===== src/inc/acc_pkg.sv =====
// Package for the converter control block: register map, fields, constants
package acc_pkg;
	localparam logic [7:0] ADDR_CLOCK_DIVIDER = 8'hF2;
	localparam logic [7:0] ADDR_CONTROL = 8'hF3;
	localparam logic [7:0] ADDR_RESULT_LOW = 8'hF4;
	localparam logic [7:0] ADDR_RESULT_HIGH = 8'hF5;
	localparam logic [7:0] ADDR_CHANNEL_CONFIG = 8'hF6;

	localparam int BIT_QUIET_IDLE = 6;
	localparam int BIT_ENABLE = 5;
	localparam int BIT_DONE = 4;
	localparam int BIT_START = 3;
	localparam int CHAN_LSB = 0;
	localparam int CHAN_W = 3;
	localparam int DIV_W = 5;

	localparam logic [7:0] RST_CLOCK_DIVIDER = 8'h00;
	localparam logic [7:0] RST_CONTROL = 8'h00;
	localparam logic [7:0] RST_RESULT = 8'h00;
	localparam logic [7:0] RST_CHANNEL_CONFIG = 8'h00;
	localparam logic [7:0] DIV_MASK = 8'h1F;
	localparam logic [7:0] LOW_MASK = 8'h03;

	// Conversion: one sample period plus ten bit periods
	localparam logic [3:0] CONV_PERIODS = 4'hB;
	localparam logic [3:0] SAMPLE_PERIODS = 4'h1;
	// Converter clock period is 2*(divide+1) cpu clocks
	localparam int PRESCALE_MULT = 2;

	// Interrupt vector and polling rank, informational for the controller
	localparam logic [15:0] IRQ_VECTOR = 16'h0043;
	localparam int IRQ_POLL_RANK = 9;

	typedef enum logic [1:0] {ACC_IDLE, ACC_SAMPLE, ACC_DECIDE} acc_state_e;

	typedef struct packed {
		logic [7:0] addr;
		logic [7:0] wdata;
		logic wr;
		logic rd;
	} acc_sfr_req_s;
endpackage


===== src/rtl/acc_prescaler.sv =====
// Converter clock tick generator from the cpu clock
module acc_prescaler #(
	parameter int DIV_W = acc_pkg::DIV_W
) (
	input wire logic clk,
	input wire logic reset,
	input wire logic run,
	input wire logic [DIV_W-1:0] divide,
	output logic tick
);
	// Count 2*(divide+1) cycles per tick; two bits wider than divide
	logic [DIV_W+1:0] count_ff;
	logic [DIV_W+1:0] limit;

	always_comb begin
		limit = (DIV_W+2)'(acc_pkg::PRESCALE_MULT) * ({2'b00, divide} + (DIV_W+2)'(1)) - (DIV_W+2)'(1);
	end

	always_ff @(posedge clk) begin
		if (reset || !run) begin
			count_ff <= '0;
		end else if (count_ff >= limit) begin
			count_ff <= '0;
		end else begin
			count_ff <= count_ff + (DIV_W+2)'(1);
		end
	end

	assign tick = run && (count_ff >= limit);
endmodule


===== src/rtl/acc_conv_ctrl.sv =====
// Successive conversion control: special-function registers and sequencing
module acc_conv_ctrl (
	input wire logic clk,
	input wire logic reset,
	input wire acc_pkg::acc_sfr_req_s sfr_req,
	output logic [7:0] sfr_rdata,
	input wire logic converter_irq_enable,
	input wire logic comparator_in,
	output logic [7:0] analog_pin_config,
	output logic [2:0] analog_pin_select_bits,
	output logic converter_power,
	output logic sample_hold,
	output logic [9:0] trial_code,
	output logic cpu_idle_request,
	output logic converter_irq
);
	logic [7:0] pin_cfg_ff;
	logic [acc_pkg::DIV_W-1:0] divide_ff;
	logic quiet_idle_ff;
	logic enable_ff;
	logic done_ff;
	logic busy_ff;
	logic [acc_pkg::CHAN_W-1:0] chan_ff;
	logic [9:0] res_ff;
	logic [9:0] sar_ff;
	logic [3:0] period_ff;
	logic cmp_meta_ff;
	logic cmp_ff;
	acc_pkg::acc_state_e state_ff;
	logic tick;
	logic ctrl_wr;
	logic start_ok;
	logic finish;
	logic [9:0] bit_mask;
	logic [3:0] ticks_seen_ff;

	assign ctrl_wr = sfr_req.wr && (sfr_req.addr == acc_pkg::ADDR_CONTROL);
	assign start_ok = ctrl_wr && sfr_req.wdata[acc_pkg::BIT_START] && sfr_req.wdata[acc_pkg::BIT_ENABLE]
		&& pin_cfg_ff[sfr_req.wdata[acc_pkg::CHAN_LSB +: acc_pkg::CHAN_W]] && !busy_ff;
	assign finish = (state_ff == acc_pkg::ACC_DECIDE) && tick && (period_ff == acc_pkg::CONV_PERIODS);

	acc_prescaler #(.DIV_W(acc_pkg::DIV_W)) u_prescaler (
		.clk(clk),
		.reset(reset),
		.run(busy_ff),
		.divide(divide_ff),
		.tick(tick)
	);

	// Comparator decision is asynchronous to the sequencer
	always_ff @(posedge clk) begin
		if (reset) begin
			cmp_meta_ff <= 1'b0;
			cmp_ff <= 1'b0;
		end else begin
			cmp_meta_ff <= comparator_in;
			cmp_ff <= cmp_meta_ff;
		end
	end

	always_ff @(posedge clk) begin
		if (reset) begin
			pin_cfg_ff <= acc_pkg::RST_CHANNEL_CONFIG;
			divide_ff <= acc_pkg::RST_CLOCK_DIVIDER[acc_pkg::DIV_W-1:0];
		end else if (sfr_req.wr) begin
			if (sfr_req.addr == acc_pkg::ADDR_CHANNEL_CONFIG) begin
				pin_cfg_ff <= sfr_req.wdata;
			end
			if (sfr_req.addr == acc_pkg::ADDR_CLOCK_DIVIDER) begin
				divide_ff <= sfr_req.wdata[acc_pkg::DIV_W-1:0];
			end
		end
	end

	// Configuration bits of the control register; frozen mid-conversion
	always_ff @(posedge clk) begin
		if (reset) begin
			quiet_idle_ff <= acc_pkg::RST_CONTROL[acc_pkg::BIT_QUIET_IDLE];
			enable_ff <= acc_pkg::RST_CONTROL[acc_pkg::BIT_ENABLE];
			chan_ff <= acc_pkg::RST_CONTROL[acc_pkg::CHAN_W-1:0];
		end else if (ctrl_wr && !busy_ff) begin
			quiet_idle_ff <= sfr_req.wdata[acc_pkg::BIT_QUIET_IDLE];
			enable_ff <= sfr_req.wdata[acc_pkg::BIT_ENABLE];
			chan_ff <= sfr_req.wdata[acc_pkg::CHAN_LSB +: acc_pkg::CHAN_W];
		end
	end

	// Done flag: hardware set wins over a software clear
	always_ff @(posedge clk) begin
		if (reset) begin
			done_ff <= acc_pkg::RST_CONTROL[acc_pkg::BIT_DONE];
		end else if (finish) begin
			done_ff <= 1'b1;
		end else if (ctrl_wr && !sfr_req.wdata[acc_pkg::BIT_DONE]) begin
			done_ff <= 1'b0;
		end
	end

	always_ff @(posedge clk) begin
		if (reset) begin
			state_ff <= acc_pkg::ACC_IDLE;
			busy_ff <= 1'b0;
			period_ff <= '0;
			sar_ff <= '0;
		end else begin
			unique case (state_ff)
				acc_pkg::ACC_IDLE: begin
					if (start_ok) begin
						state_ff <= acc_pkg::ACC_SAMPLE;
						busy_ff <= 1'b1;
						period_ff <= '0;
						sar_ff <= 10'h200;
					end
				end
				acc_pkg::ACC_SAMPLE: begin
					if (tick) begin
						state_ff <= acc_pkg::ACC_DECIDE;
						period_ff <= acc_pkg::SAMPLE_PERIODS + 4'h1;
					end
				end
				acc_pkg::ACC_DECIDE: begin
					if (tick) begin
						// Keep trial bit if input is above trial level, then try next bit
						sar_ff <= (cmp_ff ? sar_ff : (sar_ff & ~bit_mask)) | (bit_mask >> 1);
						period_ff <= period_ff + 4'h1;
						if (finish) begin
							state_ff <= acc_pkg::ACC_IDLE;
							busy_ff <= 1'b0;
						end
					end
				end
			endcase
		end
	end

	always_comb begin
		bit_mask = 10'h200 >> (period_ff - acc_pkg::SAMPLE_PERIODS - 4'h1);
	end

	always_ff @(posedge clk) begin
		if (reset) begin
			res_ff <= {acc_pkg::RST_RESULT, acc_pkg::RST_RESULT[1:0]};
		end else if (finish) begin
			res_ff <= cmp_ff ? sar_ff : (sar_ff & ~bit_mask);
		end
	end

	// Read mux; reserved bits read zero
	always_comb begin
		sfr_rdata = 8'h00;
		unique case (sfr_req.addr)
			acc_pkg::ADDR_CLOCK_DIVIDER: sfr_rdata = {3'b000, divide_ff} & acc_pkg::DIV_MASK;
			acc_pkg::ADDR_CONTROL: sfr_rdata = {1'b0, quiet_idle_ff, enable_ff, done_ff, busy_ff, chan_ff};
			acc_pkg::ADDR_RESULT_LOW: sfr_rdata = {6'b000000, res_ff[1:0]} & acc_pkg::LOW_MASK;
			acc_pkg::ADDR_RESULT_HIGH: sfr_rdata = res_ff[9:2];
			acc_pkg::ADDR_CHANNEL_CONFIG: sfr_rdata = pin_cfg_ff;
			default: sfr_rdata = 8'h00;
		endcase
	end

	assign analog_pin_config = pin_cfg_ff;
	assign analog_pin_select_bits = chan_ff;
	assign converter_power = enable_ff;
	assign sample_hold = (state_ff == acc_pkg::ACC_SAMPLE);
	assign trial_code = sar_ff;
	assign cpu_idle_request = busy_ff && quiet_idle_ff;
	// Global enable is applied by the interrupt controller
	assign converter_irq = done_ff && converter_irq_enable;

	// Tick count kept apart from period_ff so the length check is not circular
	always_ff @(posedge clk) begin
		if (reset || start_ok) begin
			ticks_seen_ff <= '0;
		end else if (busy_ff && tick) begin
			ticks_seen_ff <= ticks_seen_ff + 4'h1;
		end
	end

	a_start_sets_busy: assert property (@(posedge clk) disable iff (reset) start_ok |=> busy_ff)
		else $error("start did not set busy");
	a_no_start_digital: assert property (@(posedge clk) disable iff (reset)
		(ctrl_wr && !pin_cfg_ff[sfr_req.wdata[2:0]] && !busy_ff) |=> !busy_ff)
		else $error("start on digital pin ran");
	a_standby_idle: assert property (@(posedge clk) disable iff (reset) !enable_ff |-> !busy_ff)
		else $error("conversion in standby");
	a_done_with_result: assert property (@(posedge clk) disable iff (reset) finish |=> (done_ff && !busy_ff))
		else $error("done flag not set at finish");
	a_result_stable: assert property (@(posedge clk) disable iff (reset) !finish |=> $stable(res_ff))
		else $error("result changed without finish");
	a_idle_request: assert property (@(posedge clk) disable iff (reset)
		(cpu_idle_request && !finish) |=> cpu_idle_request)
		else $error("cpu idle dropped mid conversion");
	a_idle_on_start: assert property (@(posedge clk) disable iff (reset)
		(start_ok && sfr_req.wdata[acc_pkg::BIT_QUIET_IDLE]) |=> cpu_idle_request)
		else $error("quiet conversion did not idle cpu");
	a_done_sticky: assert property (@(posedge clk) disable iff (reset)
		(done_ff && !ctrl_wr) |=> done_ff)
		else $error("done flag cleared by hardware");
	a_irq_gate: assert property (@(posedge clk) disable iff (reset)
		(finish && converter_irq_enable) ##1 converter_irq_enable |-> converter_irq)
		else $error("no interrupt after enabled finish");
	a_eleven_periods: assert property (@(posedge clk) disable iff (reset)
		(busy_ff && tick) |-> (finish == (ticks_seen_ff == acc_pkg::CONV_PERIODS - 4'h1)))
		else $error("conversion length wrong");
endmodule


===== config.mk =====
export PLATFORM = sky130hd
export DESIGN_NAME = acc_conv_ctrl
export DESIGN_NICKNAME = d
export VERILOG_FILES = /design/src/inc/acc_pkg.sv /design/src/rtl/acc_prescaler.sv /design/src/rtl/acc_conv_ctrl.sv
export SDC_FILE = /design/constraint.sdc
export NUM_CORES = 1
export LEC_CHECK = 0
export BUFFER_PORTS_ARGS = -buffer_cell sky130_fd_sc_hd__clkbuf_2
export CAP_MARGIN = 20
export CORE_MARGIN = 3
export CORE_UTILIZATION = 52
export DETAILED_ROUTE_END_ITERATION = 8
export PLACE_DENSITY = 0.75
export SKIP_CTS_REPAIR_TIMING = 1
export SLEW_MARGIN = 20
export SYNTH_ARGS = -nofsm -noshare
export SYNTH_HDL_FRONTEND = slang
export SYNTH_HIERARCHICAL = 1
export SYNTH_SLANG_ARGS = --single-unit

===== constraint.sdc =====
create_clock -name clk -period 8.4 [get_ports clk]
set_input_delay 0.42 -clock clk [delete_from_list [all_inputs] [get_ports clk]]
set_output_delay 0.42 -clock clk [all_outputs]
set_load 0.05 [all_outputs]

==> results.md <==
Die
* Core Footprint: 5710 sq um
* die outline area: 7110 sq um
* initial standard-cell utilization of the core: 0.559
* overall die width: 84.3 um
* die height: 84.3 um
* count of pins on the block boundary: 55
* standard-cell row count: 27

Layout
* number of inserted diodes: 0
* final net count: 465
* layout cells sized above 1: 0.195
* post-synthesis to final-layout area growth: 13.2%
* final standard cell area without fillers: 3610 sq um
* # fillers: 498
* Final Core Density: 0.632

Clocking
* maximum root-to-sink buffer count: 2
* insertion delay to the later sink of the worst-skew pair: 310 ps
* clock sinks: 55
* CTS tree: built
* clock tree root buffer cell: clkbuf_8
* Reg clk slew, reported paths: 100 ps
* cts bufs inserted: 5
* H-tree depth: 2

Timing
* RSZ-0062 raised after global routing: false
* slew margin rel.: 0.342
* count of final hold-check violations: 0
* transition time of the tightest slew-check pin: 979 ps
* clock period minus worst slack: 4080 ps
* setup TNS after final layout: 0 ps
* final setup violation count: 0
* maximum clock skew at final layout: 11.3 ps
* share of the clock period used by the worst path: 0.486
* top achievable clock speed: 0.245 GHz
* fin. max-slew vios: 0

Detailed routing
* total via count in the routed design: 2971
* Post-Route WL: 7720 um
* drc violations: 0
* first-pass detailed-route iteration total: 5
* residual antenna-violating net count after detailed routing: 0
* per-cell routed wire length: 15.5 um
* DRC violation total after the first TritonRoute iteration: 196
* Via-to-Cell Ratio: 5.97

Placement
* placer congestion estimate: 0.909
* HPWL after detailed placement: 5680 um
* dpl cell area: 3490 sq um
* IO Port Bufs: 53

Power and ir drop
* fraction of power consumed by combinational cells: 0.130
* power share of the sequential group: 0.518
* Switching Share: 0.265
* part of the power in the clock network: 0.353
* peak supply drop: 101 uV
* PD cells: 141 nW/um^2
* net switching power: 135 uW
* total internal power: 375 uW
* Leakage: 0.00142 uW

Global routing
* number of global-route vias before repair: 2738
* overall overflow remaining after global route: 0
* met1 capacity usage during global routing: 0.310
* gr busiest metal: met2
* met3 global-route usage: 0.0314
* maximum number of pins on one net before global-route repair: 58
* antenna violations before repair: 0
* global-route wire length before repair: 13200 um
* GR Layer Usage met2: 0.357
* global-route total usage across every layer: 0.220

Synth
* Post-Syn Area: 3190 sq um
* asr flop ratio synth: 0
* distinct cell type count of the synthesized netlist: 62
* Yosys Warn Count: 6
* main flop type after synthesis: dfxtp_1
* Mean Syn Cell Area: 8.42 sq um
* Gate Count Post-Synth: 379
* post-synthesis sequential area ratio: 0.345
* count of flip-flops with a built-in enable after synthesis: 0
* flop and latch count out of synthesis: 55
* Syn Nets: 419

Worst setup path
* crit path launch: divide_ff[0]
* data arrival time at the worst-slack endpoint: 4310 ps
* endpoint type of the worst setup path: flop
* CP Launch Type: flop
* data required time of the worst path: 8630 ps
* critical path start-end classification: reg2reg
* worst reg2reg path startpoint: divide_ff[0]
* largest driver fanout on the critical path: 11

Flow run
* maxcap violations: 0

Min path
* startpoint of the tightest hold check path: comparator_in
* type of the most critical hold path: in2reg

Run status
* result of the run: finished, final reports clean

[kinds of logic after synthesis]
logic type	synth area share
simple gates	0.226
compound gates	0.229
flops	0.345
buf+inv	0.0498
mux	0.0580
fa+ha+maj	0.0706
xor+xnor	0.0220
[power groups by stage]
stage	sequential (uW)	combinational (uW)	clock, uW
floorplan	270	46.7	0
global placement	270	64.6	0
detailed placement	270	65.6	0
CTS	264	65.6	184
global route	264	73.3	193
finish	264	66.2	180
[Yosys cell counts, types with 2 or more instances]
| cell type | count | area share |
|---|---|---|
| dfxtp_1 | 55 | 0.35 |
| nand2_1 | 35 | 0.041 |
| a21oi_1 | 34 | 0.053 |
| nor2_1 | 27 | 0.032 |
| nand3_1 | 20 | 0.031 |
| ha_1 | 18 | 0.071 |
| inv_1 | 17 | 0.020 |
| o21ai_0 | 17 | 0.027 |
| clkbuf_1 | 15 | 0.018 |
| mux2i_1 | 14 | 0.044 |
| nand2b_1 | 11 | 0.022 |
| nor2b_1 | 8 | 0.016 |
| xnor2_1 | 6 | 0.016 |
| a31oi_1 | 5 | 0.0098 |
| nor3_1 | 5 | 0.0078 |
| o211ai_1 | 5 | 0.012 |
| o32ai_1 | 5 | 0.014 |
| a22oi_1 | 4 | 0.0094 |
| and3_1 | 4 | 0.0078 |
| mux2_2 | 4 | 0.014 |
| nor4_1 | 4 | 0.0078 |
| a311o_1 | 3 | 0.0094 |
| and2_1 | 3 | 0.0059 |
| buf_6 | 3 | 0.011 |
| nand4_1 | 3 | 0.0059 |
| o21a_1 | 3 | 0.0071 |
| or2_2 | 3 | 0.0059 |
| or3_1 | 3 | 0.0059 |
| a211oi_1 | 2 | 0.0047 |
| a21boi_0 | 2 | 0.0047 |
| a21o_1 | 2 | 0.0047 |
| a222oi_1 | 2 | 0.0063 |
| nand3b_1 | 2 | 0.0047 |
| o2111ai_1 | 2 | 0.0055 |
| o211a_1 | 2 | 0.0063 |
| o22ai_1 | 2 | 0.0039 |
| o311ai_0 | 2 | 0.0055 |
| o41ai_1 | 2 | 0.0055 |
| xor2_1 | 2 | 0.0055 |
[state kept, by name, summed over array words and instances (netlist names)]
name,cells
done_ff,1
res_ff,10
analog_pin_select_bits,3
divide_ff,5
cmp_meta_ff,1
quiet_idle_ff,1
state_ff,2
busy_ff,1
trial_code,10
period_ff,4
converter_power,1
u_prescaler/count_ff,7
analog_pin_config,8
cmp_ff,1
[layout by cell type, fill, tap and decap left out, drive strengths merged, types with 3 or more instances in the layout]
cell type / n
and3: 4
buf: 5
and2: 3
nor4: 4
o21ai: 18
a22oi: 4
nand3b: 3
nor2b: 8
nand2: 35
nand3: 21
nor2: 27
mux2i: 14
mux2: 4
inv: 18
a21oi: 35
o211ai: 5
or3: 3
xnor2: 6
ha: 18
nor3: 5
o32ai: 6
clkbuf: 58
nand2b: 11
a211oi: 3
o41ai: 3
a311o: 3
a31oi: 5
dfxtp: 55
or2: 4
nand4: 4
o21a: 3
[final timing paths]
path,endpoint,cells past startpoint,slack [ps]
worst max-delay path,state_ff[0],13,4320
worst min-delay path,cmp_meta_ff,2,320
worst max register to register,state_ff[0],13,4320
worst min register to register,cmp_ff,1,450
[area by class of cell]
cell class | count | area, sq um | area share
inverters | 17 | 63.8 | 0.0177
clock buffers | 5 | 68.8 | 0.0191
repair buffers | 58 | 303 | 0.0839
clock inverters | 3 | 47.5 | 0.0132
well taps | 72 | 90.1 | 0.0249
multi-input cells | 288 | 1940 | 0.536
flip-flops and latches | 55 | 1100 | 0.305
[metal layers]
metal  up-vias  part of all wire
met5         -                 0
met4         0             0.010
met3         8             0.061
met2       104              0.46
met1      1383              0.47
li1       1476                 -
[critical path, stage by stage (launching register included)]
cell      delay [ps]
dfxtp_1          540
ha_1             370
or3_1            360
o21a_1           200
o211a_1          140
ha_1             290
nand4_1          100
a21oi_2          340
o21a_1           260
and2_1           280
nand3_1          360
a21oi_1          400
a21oi_1          110
a311oi_1         220
[metrics by stage]
step           power, uW  hold slack (ps)  std cells  setup slack, ps
4_1_cts              514              314        498             4340
2_1_floorplan        317              414        379             5040
5_1_grt              531              342        498             3920
6_report             510              322        498             4320
3_5_place_dp         336              438        490             4360
3_3_place_gp         335              417        490             4440
Power figures use the tool's default switching activity.
